[src/motor_ctrl_regs.svh]
// Purpose: Offsets, field positions, reset values and timing counts of the demand controller.
// Assumes: 50 MHz system clock.
// Notes: Included by the package, the controller, the demand meter and the bench.
`ifndef MOTOR_CTRL_REGS_SVH
`define MOTOR_CTRL_REGS_SVH
`define REG_CTRL 8'h00
`define REG_CFG 8'h04
`define REG_ILIM 8'h08
`define REG_START 8'h0c
`define REG_STATUS 8'h10
`define CTRL_MODE 0
`define CTRL_MOTOR_EN 1
`define CTRL_BRAKE_EN 2
`define CTRL_RESTART 3
`define CTRL_INVERT 4
`define CTRL_SER_ILIM 5
`define CFG_CHOP_LSB 0
`define CFG_SMX_LSB 8
`define CFG_SP_LSB 12
`define CFG_SI_LSB 16
`define CTRL_RST 6'h00
`define CFG_RST 32'h0004_401f
`define ILIM_RST 4'hf
`define START_RST 16'h0064
`define CLK_PERIOD_NS 20
`define CHOP_UNIT_NS 1000
`define CHOP_UNIT_CYC ((`CHOP_UNIT_NS + `CLK_PERIOD_NS - 1) / `CLK_PERIOD_NS)
`define DUTY_10 8'd25
`define DUTY_25 8'd64
`define TORQUE_SETTLE 3'd6
`define SPEED_SETTLE 3'd2
`define FAULT_HALF 3'd3
`define FAULT_REPEATS 2'd2
`define METER_W 24
`endif

[src/motor_ctrl_pkg.sv]
// Purpose: Shared types of the demand controller.
// Assumes: Constants come from motor_ctrl_regs.svh.
// Notes: States carry no fixed codes.
`include "motor_ctrl_regs.svh"
package motor_ctrl_pkg;
  typedef enum logic [2:0] {st_brake, st_coast, st_start, st_run, st_los} ctrl_state_e;
  typedef struct packed {
    logic s1;
    logic s2;
    logic act_prev;
    logic started;
    logic [`METER_W-1:0] hi_cnt;
    logic [`METER_W-1:0] per_cnt;
    logic [`METER_W-1:0] last_per;
    logic [`METER_W+1:0] idle_cnt;
    logic busy;
    logic [3:0] step;
    logic [`METER_W:0] rem;
    logic [7:0] quo;
    logic [7:0] duty;
    logic tick;
  } meter_s;
  typedef struct packed {
    logic signed [23:0] integ;
    logic [7:0] out;
  } pi_s;
endpackage

[src/motor_demand_ctrl.sv]
// Purpose: Demand-driven torque and speed control, brake, coast, start gating and sync-loss signalling.
// Assumes: Commutator supplies commutation ticks, hold-done and electrical frequency.
// Notes: Registers are reached over APB; the slave answers with no wait state.
// Functional notes
// - Over-limit current forces fixed off-time, then on
// - Demand duty measured 8-bit, upper 4 bits used
// - Torque threshold follows duty, or serial value
// - Idle past two periods turns bridge off
// - One more idle period brakes if enabled
// - Torque brake holds until active, then coast
// - Torque reference ignored until six commutations
// - Idle brake during start aborts the start
// - Low speed flags sync loss, three-low three-high
// - Auto-restart after two patterns, repeating
// - Without restart, fault holds until demand drops
// - Speed reference is duty of maximum frequency
// - Speed loop sets bridge duty from error
// - Speed mode off-time equals bridge period
// - Separate proportional and integral gain codes
// - Speed brake holds until duty exceeds 10%
// - Speed brake only from zero, below 10%
// - Duty 10-25% coasts, above 25% starts
// - Speed reference ignored until two commutations
// - Speed low: all bridge off, then fault
// - Speed restart only above 25% demand
// - Inactive demand level follows invert setting
// - Brake turns on all low-side transistors
//
// The APB interface to the registers and the register addresses were decided locally.
`timescale 1ns/1ps
`default_nettype none
`include "motor_ctrl_regs.svh"
module motor_demand_ctrl
  import motor_ctrl_pkg::*;
(
  input wire logic clk,
  input wire logic rstn,
  input wire logic psel,
  input wire logic penable,
  input wire logic pwrite,
  input wire logic [7:0] paddr,
  input wire logic [31:0] pwdata,
  output logic [31:0] prdata,
  output logic pready,
  output logic pslverr,
  input wire logic demand_in,
  input wire logic current_over,
  input wire logic comm_tick,
  input wire logic hold_done,
  input wire logic [15:0] elec_freq,
  output logic [3:0] current_limit_threshold,
  output logic bridge_on,
  output logic bridge_coast,
  output logic brake_low_side,
  output logic start_req,
  output logic fault_out_n,
  output logic fault_oe_n
);
  typedef struct packed {
    logic [5:0] ctrl;
    logic [4:0] chop;
    logic [2:0] smx;
    logic [2:0] sp;
    logic [2:0] si;
    logic [3:0] ilim;
    logic [15:0] start_spd;
    logic [31:0] rdata;
    ctrl_state_e st;
    logic zero_seen;
    logic settle_go;
    logic [2:0] settle;
    logic [2:0] phase;
    logic [1:0] reps;
    logic [10:0] off_cnt;
    logic [10:0] pc;
    logic [3:0] thr;
    logic bridge_on;
    logic brake;
    logic coast;
    logic start;
    logic fault_n;
  } ctrl_s;

  ctrl_s r, next_r;
  logic [7:0] duty;
  logic period_tick, dem_active, idle_off, idle_brake;
  logic speed_mode, motor_en, brake_en, restart_en;
  logic [15:0] speed_ref;
  logic [7:0] pi_duty;
  logic [10:0] chop_cyc;
  logic [18:0] on_prod;
  logic low_speed, pc_wrap, mapped, wr, rd_setup;

  function automatic logic addr_is(input logic [7:0] a, input logic [7:0] off);
    addr_is = (a == off);
  endfunction

  assign speed_mode = r.ctrl[`CTRL_MODE];
  assign motor_en = r.ctrl[`CTRL_MOTOR_EN];
  assign brake_en = r.ctrl[`CTRL_BRAKE_EN];
  assign restart_en = r.ctrl[`CTRL_RESTART];
  assign chop_cyc = 11'((r.chop + 6'd1) * `CHOP_UNIT_CYC);
  assign on_prod = pi_duty * chop_cyc;
  assign pc_wrap = (r.pc >= chop_cyc - 11'd1);
  // Sync is lost when speed or, in speed mode, the demand falls under a quarter of start speed.
  assign low_speed = (elec_freq < (r.start_spd >> 2))
    || (speed_mode && speed_ref < (r.start_spd >> 2));

  assign mapped = addr_is(paddr, `REG_CTRL) || addr_is(paddr, `REG_CFG) || addr_is(paddr, `REG_ILIM)
    || addr_is(paddr, `REG_START) || addr_is(paddr, `REG_STATUS);
  assign wr = psel && penable && pwrite && mapped;
  assign rd_setup = psel && !penable;
  assign pready = 1'b1;
  assign pslverr = psel && penable && !mapped;
  assign prdata = r.rdata;

  assign current_limit_threshold = r.thr;
  assign bridge_on = r.bridge_on;
  assign bridge_coast = r.coast;
  assign brake_low_side = r.brake;
  assign start_req = r.start;
  assign fault_out_n = r.fault_n;
  // The pin is open drain: enable low while pulling it low.
  assign fault_oe_n = r.fault_n;

  demand_meter u_meter (
    .clk(clk),
    .rstn(rstn),
    .demand_in(demand_in),
    .invert(r.ctrl[`CTRL_INVERT]),
    .duty(duty),
    .period_tick(period_tick),
    .active(dem_active),
    .idle_off(idle_off),
    .idle_brake(idle_brake)
  );

  speed_pi u_pi (
    .clk(clk),
    .rstn(rstn),
    .enable(speed_mode && r.st == st_run),
    .update(pc_wrap),
    .duty(duty),
    .elec_freq(elec_freq),
    .max_speed_code(r.smx),
    .prop_gain_code(r.sp),
    .int_gain_code(r.si),
    .speed_ref(speed_ref),
    .bridge_duty(pi_duty)
  );

  always_comb begin
    next_r = r;
    next_r.start = 1'b0;
    // Register writes take effect on the access phase.
    if (wr && addr_is(paddr, `REG_CTRL)) begin
      next_r.ctrl = pwdata[5:0];
    end
    if (wr && addr_is(paddr, `REG_CFG)) begin
      next_r.chop = pwdata[`CFG_CHOP_LSB +: 5];
      next_r.smx = pwdata[`CFG_SMX_LSB +: 3];
      next_r.sp = pwdata[`CFG_SP_LSB +: 3];
      next_r.si = pwdata[`CFG_SI_LSB +: 3];
    end
    if (wr && addr_is(paddr, `REG_ILIM)) begin
      next_r.ilim = pwdata[3:0];
    end
    if (wr && addr_is(paddr, `REG_START)) begin
      next_r.start_spd = pwdata[15:0];
    end
    if (rd_setup) begin
      next_r.rdata = 32'h0000_0000;
      if (addr_is(paddr, `REG_CTRL)) begin
        next_r.rdata = {26'h0, r.ctrl};
      end
      if (addr_is(paddr, `REG_CFG)) begin
        next_r.rdata = {13'h0, r.si, 1'b0, r.sp, 1'b0, r.smx, 3'h0, r.chop};
      end
      if (addr_is(paddr, `REG_ILIM)) begin
        next_r.rdata = {28'h0, r.ilim};
      end
      if (addr_is(paddr, `REG_START)) begin
        next_r.rdata = {16'h0, r.start_spd};
      end
      if (addr_is(paddr, `REG_STATUS)) begin
        next_r.rdata = {12'h0, low_speed, 3'(r.st), duty, r.fault_n, r.coast, r.brake, r.bridge_on, r.thr};
      end
    end

    // Zero demand arms the speed-mode brake; a duty above 10% disarms it.
    if (idle_off) begin
      next_r.zero_seen = 1'b1;
    end else if (duty > `DUTY_10) begin
      next_r.zero_seen = 1'b0;
    end

    case (r.st)
      st_brake: begin
        if (!speed_mode && dem_active) begin
          next_r.st = st_coast;
          if (motor_en && !brake_en) begin
            next_r.st = st_start;
            next_r.start = 1'b1;
          end
        end else if (speed_mode && !idle_off && duty > `DUTY_10) begin
          next_r.st = st_coast;
        end else if (!(brake_en && motor_en)) begin
          next_r.st = st_coast;
        end
      end
      st_coast: begin
        if (idle_brake && brake_en && motor_en) begin
          next_r.st = st_brake;
        end else if (speed_mode && r.zero_seen && !idle_off && brake_en && motor_en) begin
          next_r.st = st_brake;
        end else if (motor_en && !brake_en && !speed_mode && dem_active && !idle_off) begin
          next_r.st = st_start;
          next_r.start = 1'b1;
        end else if (motor_en && speed_mode && !idle_off && duty > `DUTY_25) begin
          next_r.st = st_start;
          next_r.start = 1'b1;
        end
      end
      st_start: begin
        if (hold_done) begin
          next_r.settle_go = 1'b1;
        end
        if (r.settle_go && comm_tick) begin
          next_r.settle = r.settle + 3'd1;
        end
        if (r.settle == (speed_mode ? `SPEED_SETTLE : `TORQUE_SETTLE)) begin
          next_r.st = st_run;
        end
        if (idle_brake) begin
          next_r.st = (brake_en && motor_en) ? st_brake : st_coast;
        end else if (!motor_en) begin
          next_r.st = st_coast;
        end
      end
      st_run: begin
        if (idle_brake) begin
          next_r.st = (brake_en && motor_en) ? st_brake : st_coast;
        end else if (!motor_en) begin
          next_r.st = st_coast;
        end else if (low_speed && !idle_off) begin
          next_r.st = st_los;
          next_r.phase = 3'd0;
          next_r.reps = 2'd0;
        end
      end
      st_los: begin
        if (period_tick) begin
          next_r.phase = (r.phase == 2 * `FAULT_HALF - 1) ? 3'd0 : r.phase + 3'd1;
          if (r.phase == 2 * `FAULT_HALF - 1) begin
            next_r.reps = r.reps + 2'd1;
          end
        end
        if (!motor_en) begin
          next_r.st = st_coast;
        end else if (idle_brake) begin
          next_r.st = brake_en ? st_brake : st_coast;
        end else if (restart_en && r.reps == `FAULT_REPEATS) begin
          if (speed_mode ? (duty > `DUTY_25) : !idle_off) begin
            next_r.st = st_start;
            next_r.start = 1'b1;
          end
        end else if (!restart_en && (speed_mode ? (duty < `DUTY_25) : idle_off)) begin
          next_r.st = st_coast;
        end
      end
      default: begin
        next_r.st = st_brake;
      end
    endcase

    if (next_r.st != st_start) begin
      next_r.settle = 3'd0;
      next_r.settle_go = 1'b0;
    end

    // Current threshold: in torque mode held during a start, otherwise from duty or the serial value; in speed mode the serial value.
    if (!speed_mode && r.st != st_start) begin
      next_r.thr = r.ctrl[`CTRL_SER_ILIM] ? r.ilim : duty[7:4];
    end else if (speed_mode) begin
      next_r.thr = r.ilim;
    end

    // Bridge switching: period counter and fixed off-time regulator.
    next_r.pc = pc_wrap ? 11'd0 : r.pc + 11'd1;
    if (r.off_cnt != 11'd0) begin
      next_r.off_cnt = r.off_cnt - 11'd1;
    end else if (current_over && r.bridge_on) begin
      next_r.off_cnt = chop_cyc;
    end
    next_r.bridge_on = 1'b0;
    if ((r.st == st_start || r.st == st_run) && !idle_off && r.off_cnt == 11'd0) begin
      if (speed_mode && r.st == st_run) begin
        next_r.bridge_on = (pi_duty == 8'hff) || (r.pc < on_prod[18:8]);
      end else begin
        next_r.bridge_on = 1'b1;
      end
    end
    next_r.brake = (r.st == st_brake) && brake_en && motor_en;
    next_r.coast = !next_r.brake && !next_r.bridge_on
      && (r.st == st_coast || r.st == st_los || (r.st == st_brake));
    next_r.fault_n = (r.st == st_los) ? (r.phase >= `FAULT_HALF) : 1'b1;
  end

  always_ff @(posedge clk or negedge rstn) begin
    if (!rstn) begin
      r <= '0;
      r.ctrl <= `CTRL_RST;
      r.chop <= 5'(`CFG_RST >> `CFG_CHOP_LSB);
      r.smx <= 3'(`CFG_RST >> `CFG_SMX_LSB);
      r.sp <= 3'(`CFG_RST >> `CFG_SP_LSB);
      r.si <= 3'(`CFG_RST >> `CFG_SI_LSB);
      r.ilim <= `ILIM_RST;
      r.start_spd <= `START_RST;
      r.st <= st_brake;
      r.fault_n <= 1'b1;
    end else begin
      r <= next_r;
    end
  end
endmodule
`default_nettype wire

[src/demand_meter.sv]
// Purpose: Synchronises the demand input and measures its duty and idle time.
// Assumes: One period runs from one active edge to the next.
// Notes: Duty is active cycles times 256 over period cycles, found by serial division.
`timescale 1ns/1ps
`default_nettype none
`include "motor_ctrl_regs.svh"
module demand_meter
  import motor_ctrl_pkg::*;
(
  input wire logic clk,
  input wire logic rstn,
  input wire logic demand_in,
  input wire logic invert,
  output logic [7:0] duty,
  output logic period_tick,
  output logic active,
  output logic idle_off,
  output logic idle_brake
);
  localparam logic [`METER_W-1:0] CNT_MAX = '1;
  // The edge cycle is itself active and part of the period, so both counts restart at one.
  localparam logic [`METER_W-1:0] CNT_ONE = {{(`METER_W-1){1'b0}}, 1'b1};
  meter_s r, next_r;
  logic act;
  logic [`METER_W+1:0] two_per, three_per;

  assign act = r.s2 ^ invert;
  assign two_per = {1'b0, r.last_per, 1'b0};
  assign three_per = two_per + {2'b00, r.last_per};
  assign duty = r.duty;
  assign period_tick = r.tick;
  assign active = act;
  // No measured period yet means idle is taken as long, so idle_off and idle_brake rise one cycle after reset while demand is inactive.
  assign idle_off = !act && (r.idle_cnt > two_per);
  assign idle_brake = !act && (r.idle_cnt > three_per);

  always_comb begin
    next_r = r;
    next_r.s1 = demand_in;
    next_r.s2 = r.s1;
    next_r.act_prev = act;
    next_r.tick = 1'b0;
    if (r.per_cnt != CNT_MAX) begin
      next_r.per_cnt = r.per_cnt + 1'b1;
    end
    if (act && r.hi_cnt != CNT_MAX) begin
      next_r.hi_cnt = r.hi_cnt + 1'b1;
    end
    if (act || r.idle_cnt[`METER_W+1]) begin
      next_r.idle_cnt = act ? '0 : r.idle_cnt;
    end else begin
      next_r.idle_cnt = r.idle_cnt + 1'b1;
    end
    if (act && !r.act_prev) begin
      next_r.per_cnt = CNT_ONE;
      next_r.hi_cnt = CNT_ONE;
      next_r.started = 1'b1;
      if (r.started && r.per_cnt != '0) begin
        next_r.last_per = r.per_cnt;
        next_r.rem = {1'b0, r.hi_cnt};
        next_r.busy = 1'b1;
        next_r.step = 4'h0;
        next_r.quo = 8'h00;
      end
    end
    if (r.busy) begin
      if (r.step == 4'h8) begin
        next_r.busy = 1'b0;
        next_r.duty = r.quo;
        next_r.duty = (r.rem >= {1'b0, r.last_per}) ? 8'hff : next_r.duty;
        next_r.tick = 1'b1;
      end else begin
        next_r.step = r.step + 1'b1;
        if ({r.rem[`METER_W-1:0], 1'b0} >= {1'b0, r.last_per}) begin
          next_r.rem = {r.rem[`METER_W-1:0], 1'b0} - {1'b0, r.last_per};
          next_r.quo = {r.quo[6:0], 1'b1};
        end else begin
          next_r.rem = {r.rem[`METER_W-1:0], 1'b0};
          next_r.quo = {r.quo[6:0], 1'b0};
        end
      end
    end
    // A remainder already at or above the period ends the division at once with full duty.
    if (r.busy && r.step == 4'h0 && r.rem >= {1'b0, r.last_per}) begin
      next_r.quo = 8'hff;
      next_r.step = 4'h8;
      next_r.rem = {1'b0, r.last_per};
    end
    if (idle_off) begin
      next_r.duty = 8'h00;
    end
    if (act && r.hi_cnt > r.last_per && r.last_per != '0) begin
      next_r.duty = 8'hff;
    end
  end

  always_ff @(posedge clk or negedge rstn) begin
    if (!rstn) begin
      r <= '0;
    end else begin
      r <= next_r;
    end
  end
endmodule
`default_nettype wire

[src/speed_pi.sv]
// Purpose: Proportional-integral speed loop giving the bridge duty.
// Assumes: Frequencies in 0.1 Hz units; update pulses once per bridge period.
// Notes: The integrator holds while disabled so a start does not wind it up.
`timescale 1ns/1ps
`default_nettype none
module speed_pi
  import motor_ctrl_pkg::*;
(
  input wire logic clk,
  input wire logic rstn,
  input wire logic enable,
  input wire logic update,
  input wire logic [7:0] duty,
  input wire logic [15:0] elec_freq,
  input wire logic [2:0] max_speed_code,
  input wire logic [2:0] prop_gain_code,
  input wire logic [2:0] int_gain_code,
  output logic [15:0] speed_ref,
  output logic [7:0] bridge_duty
);
  pi_s r, next_r;
  logic [15:0] max_electrical_freq;
  logic [23:0] prod;
  logic signed [23:0] err, p_term, sum;

  assign max_electrical_freq = 16'((17'h1 << (max_speed_code + 4'd8)) - 17'h1);
  assign prod = duty * max_electrical_freq;
  assign speed_ref = prod[23:8];
  assign err = $signed({8'h00, speed_ref}) - $signed({8'h00, elec_freq});
  assign p_term = (err <<< prop_gain_code) >>> 3;
  assign sum = p_term + (r.integ >>> 4);
  assign bridge_duty = r.out;

  always_comb begin
    next_r = r;
    if (enable && update) begin
      next_r.integ = r.integ + (err >>> (3'd7 - int_gain_code));
      if (sum < 0) begin
        next_r.out = 8'h00;
      end else if (sum > 24'sd255) begin
        next_r.out = 8'hff;
      end else begin
        next_r.out = sum[7:0];
      end
      if (next_r.integ > 24'sh0fffff || next_r.integ < -24'sh0fffff) begin
        next_r.integ = r.integ;
      end
    end
  end

  always_ff @(posedge clk or negedge rstn) begin
    if (!rstn) begin
      r <= '0;
    end else begin
      r <= next_r;
    end
  end
endmodule
`default_nettype wire

[config.mk]
export PLATFORM = sky130hd
export DESIGN_NAME = motor_demand_ctrl
export DESIGN_NICKNAME = d
export VERILOG_FILES = /design/src/motor_ctrl_pkg.sv /design/src/motor_demand_ctrl.sv /design/src/demand_meter.sv /design/src/speed_pi.sv
export VERILOG_INCLUDE_DIRS = /design/src
export SDC_FILE = /design/constraint.sdc
export NUM_CORES = 2
export LEC_CHECK = 0
export BUFFER_PORTS_ARGS = -buffer_cell sky130_fd_sc_hd__buf_4
export CAP_MARGIN = 20
export CORE_UTILIZATION = 55
export CTS_CLUSTER_DIAMETER = 30
export DETAILED_ROUTE_END_ITERATION = 8
export GPL_TIMING_DRIVEN = 0
export PLACE_DENSITY = 0.71
export SLEW_MARGIN = 10
export SYNTH_ARGS = -nofsm -noshare
export SYNTH_HDL_FRONTEND = slang
export SYNTH_HIERARCHICAL = 1
export SYNTH_SLANG_ARGS = --single-unit
export TNS_END_PERCENT = 10
[constraint.sdc]
create_clock -name clk -period 27.5 [get_ports clk]
set_clock_uncertainty 0.2 [all_clocks]
set_input_delay 0 -clock clk [delete_from_list [all_inputs] [get_ports clk]]
set_output_delay 0 -clock clk [all_outputs]
set_load 0.02 [all_outputs]
### After elaboration in Yosys (flattened, before gate mapping)

Index checks and enable logic that the tools add are counted.

* bits in registers: 297
* output and inout bits: 44
* logic and storage cells: 283

* $add $sub $neg: 19
* multipliers: 3
* order comparisons: 17
* equality and inequality tests: 23
* shift operators: 3
* multiplexer cells: 82
* bitwise operators: 2
* reductions and logical operators: 96

Operators by type and width (number)
* $mux 32: 4
* $mux 38: 2
* $mux 37: 2
* $mux 24: 3
* $mux 72: 1
* $mux 3: 21
* $mux 26: 2
* $ge 25x24->1: 2
* $logic_and 1x1->1: 50
* $add 24x1->24 const B: 2
* $ne 24x24->1 const B: 2
* $reduce_bool 24->1: 2
* $mux 47: 1
* $mux 8: 5
* $mux 11: 3
* $mux 33: 1
* $lt 16x14->1: 2
* $add 25x24->26: 1
* $add 26x1->26 const B: 1
* $gt 26x25->1: 1
* $gt 26x26->1: 1
* $sub 25x24->25: 1
* $add 24x24->24: 1
* $gt 24x21->1 const B: 1
* other kinds (63): 133

### Depth between registers and ports, before layout

* depth after elaboration: 15
* depth in mapped cells: 46
* depth with buffers taken out: 43

### Modules after synthesis

Netlist, hierarchy kept.

Modules (own cells, without submodules)
* demand_meter: times used 1, cells an instance 1366, area an instance 12021.5 um^2, seq. area each 3728.6 um^2
* motor_demand_ctrl: times used 1, cells an instance 1032, area an instance 9547.9 um^2, seq. area each 2621.3 um^2
* speed_pi: times used 1, cells an instance 1004, area an instance 8361.8 um^2, seq. area each 800.8 um^2

### Least setup slack after synthesis

Ideal clock, no wire load.

* kind: reg2reg
* start point: register, netlist name r[104]
* end point: register u_pi/r[12] in the netlist's numbering
* library setup time: 125 ps
* arrival time: 9644 ps
* data required time: 27175 ps
* slack: 17531 ps
* cell stages (with the launch flop): 43
* buffers on the path: 3
* period minus slack after synthesis: 9969 ps
* path through: dfrtp_1 > clkbuf_1 > or3_1 > clkbuf_1 > and2_1 > fa_1 > fa_1 > fa_1 > fa_1 > ha_1 > a21o_1 > a21o_1 > a21oi_1 > nand2_1 > and2_1 > o21a_1 > nor2_1 > nor2b_1 > (+7 left out) > a311o_1 > nor2_1 > a21oi_1 > or2_0 > nor2b_1 > a22oi_1 > ha_1 > a21oi_1 > o21a_1 > or2_2 > a31oi_1 > o22ai_2 > xnor2_1 > or4_1 > o311ai_2 > o21ai_2 > buf_6 > mux2_4

RTL lines
* end signal: assignment: line speed_pi.sv:55 `r <= next_r;`
* end: declaration: line speed_pi.sv:21 `pi_s r, next_r;`

==> flow_summary.yaml <==
worst_setup_path:
  required_ps: 27770
  crit_path_top_delay_cell: "xor2_1"
  slowest_delay_ps: 610
  cp_max_fo: 10
  start_kind: "flip-flop"
  worst_r2r_path_depth: 41
  end_kind: "flip-flop"
  setup.worst_path.class: "flip-flop to flip-flop"
  arrival_ps: 11940
logic_synthesis:
  yosys_warnings: 6
  yosysTopAreaCellShare_pct: 22.6
  syn_area_um2: 29900
  ys_seq_area_share_pct: 23.9
  synth_area_leaders: "dfrtp_1 23%, ha_1 16%, fa_1 8.2%, inv_1 3.7%, nand2_1 3.5%"
  synth_area_leader_cell: "dfrtp_1"
  synth_seq_cells: 285
  postSynth.asyncResetShare_pct: 100
  syn_avg_cell_area_um2: 8.80
  yosys_most_used_dff: "dfrtp_1"
  syn_inst: 3402
  synth-edff-count: 0
  ys_types: 92
drt:
  via_per_inst: 6.09
  wl_mm: 87.0
  drc: 0
  route.detailed.wl_per_inst_um: 19.7
  ant_nets: 0
  drt_iter0_drc: 1901
  vias: 26800
  drt_first_pass_iters: 5
status:
  status: "complete, no violations"
final_layout:
  layout_commonest_cell: "ha_1"
  final_util_pct: 65.3
  layout_common_cells: "371 x ha_1, 292 x inv_1, 277 x nand2_1"
  post_route_cells_drive_above_1_share_pct: 12.3
  final_cell_count_no_fill: 4410
  fin_area_um2: 35100
  syn_to_final_growth_pct: 17.3
  finalNetCount: 4206
clock_network:
  numCtsBuffers: 80
  cts_tree: "yes"
  clock_path_buffers: 3
  clock-root-buffer: "clkbuf_16"
  cts_setup_buffers: 0
  cts_num_sinks: 285
  hold_buffers: 60
  clkSlewWorstSetupHoldPaths_ps: 40
  ctsResizeCount: 0
  htree_levels: 3
  clk_latency_ps: 600
placement:
  port_buffers: 81
  placed_area_um2: 31600
  dp_cells: 4200
  place.gp.congestion: 0.987
  post-dp-hpwl_mm: 66.6
floorplanning:
  die_y_um: 235
  dieArea_um2: 55400
  core_area_um2: 53800
  die-width_um: 235
  row_count: 85
  start_util_pct: 55.6
  ios: 109
hold_path:
  worstHoldPathCells: 3
  hp-class: "primary input to flip-flop"
sta:
  fmax_ghz: 0.0857
  hold_viol: 0
  period_share_pct: 42.5
  period_minus_slack_ps: 11670
  grt_setup_unrepaired: "no"
  finalSetupViolations: 0
  drv_slew: 0
  tightest_slew_ps: 1080
  tns_ps: 0
  maxSlewHeadroom_pct: 27.5
grt:
  antenna_found_initial: 2
  first_global_vias: 27100
  gr-usage-all-layers_pct: 31.6
  grt_pass1_wl_mm: 142
  grt_remaining_overflow: 0
  grt_max_degree: 109
flow_run:
  cap_violations: 0
==> worst max-delay path, delay by kind of cell (launching register included) <==
| family | cells | cell delay, ps |
|---|---|---|
| AO/OA/AOI/OAI | 16 | 2960 |
| adder cells (fa/ha/maj) | 7 | 2950 |
| AND/OR/NAND/NOR | 10 | 2840 |
| multiplexers | 4 | 920 |
| buffers and inverters | 3 | 650 |
| XOR/XNOR | 1 | 610 |
| flip-flops | 1 | 390 |
==> final cells by class <==
class | count | area [um2]
multi-input combinational | 2669 | 20900
fill | 4405 | 18700
sequential | 285 | 7150
clock buffer | 104 | 2230
timing repair buffer | 146 | 1310
inverter | 294 | 1100
buffer | 171 | 882
tap | 696 | 871
clock inverter | 43 | 692
antenna | 2 | 5.00
==> final timing paths <==
kind | from | to | slack, ps
min | pwdata[10] | r[86] | 20
max in group asynchronous | rstn | u_meter/r[33] | 25490
min in group asynchronous | rstn | r[28] | 330
max | r[104] | u_pi/r[12] | 15830
min reg2reg | u_meter/next_r[147] | u_meter/r[147] | 150
max reg2reg | r[104] | u_pi/r[12] | 15830
==> synthesized netlist by cell type (66+ instances only) <==
cell type	n
ha_1	371
inv_1	292
nand2_1	277
dfrtp_1	270
nor2_1	243
o21ai_0	179
a21oi_1	170
fa_1	123
nand3_1	103
xor2_1	99
clkbuf_1	97
xnor2_1	96
mux2_2	80
mux2i_1	67
a21o_1	66
and2_1	66
==> metrics by stage <==
stage          hold WS (ps)  setup WS, ps
2_1_floorplan          -496         17530
3_3_place_gp          -87.2         15810
3_5_place_dp           -389         15610
4_1_cts                6.35         15530
5_1_grt                17.7         15090
6_report               24.8         15830
==> registers in the layout, summed over array words and instances, names as in the netlist, 4 cells and up <==
name,count
prdata,20
u_meter/r,139
u_pi/bridge_duty,8
r,73
u_meter/duty,8
current_limit_threshold,4
u_pi/r,24
==> kinds of logic (layout without fill, tap and decap cells) <==
kind of cell	count (synthesis)	after routing	synth area share, %
mux	173	173	6.58
fa+ha+maj	494	494	23.7
buf+inv	465	758	6.63
compound gates	738	738	16.0
flops	285	285	23.9
simple gates	1048	1048	17.4
other cells	4	23	0.0501
xor+xnor	195	195	5.71
==> layer usage <==
metal / up-vias / wire length, um / GRT usage, % / share of wire, %
met5: - / 0 / 0 / 0
met4: 0 / 3680 / 13.6 / 4.2
met3: 251 / 5670 / 5.64 / 6.5
met2: 1025 / 39600 / 50.6 / 46
met1: 13000 / 38000 / 42.0 / 44
li1: 12500 / - / - / -
Power is left out: the tool's default activity adds up to more than one toggle a clock period on the data nets, which glitch-free logic cannot reach.
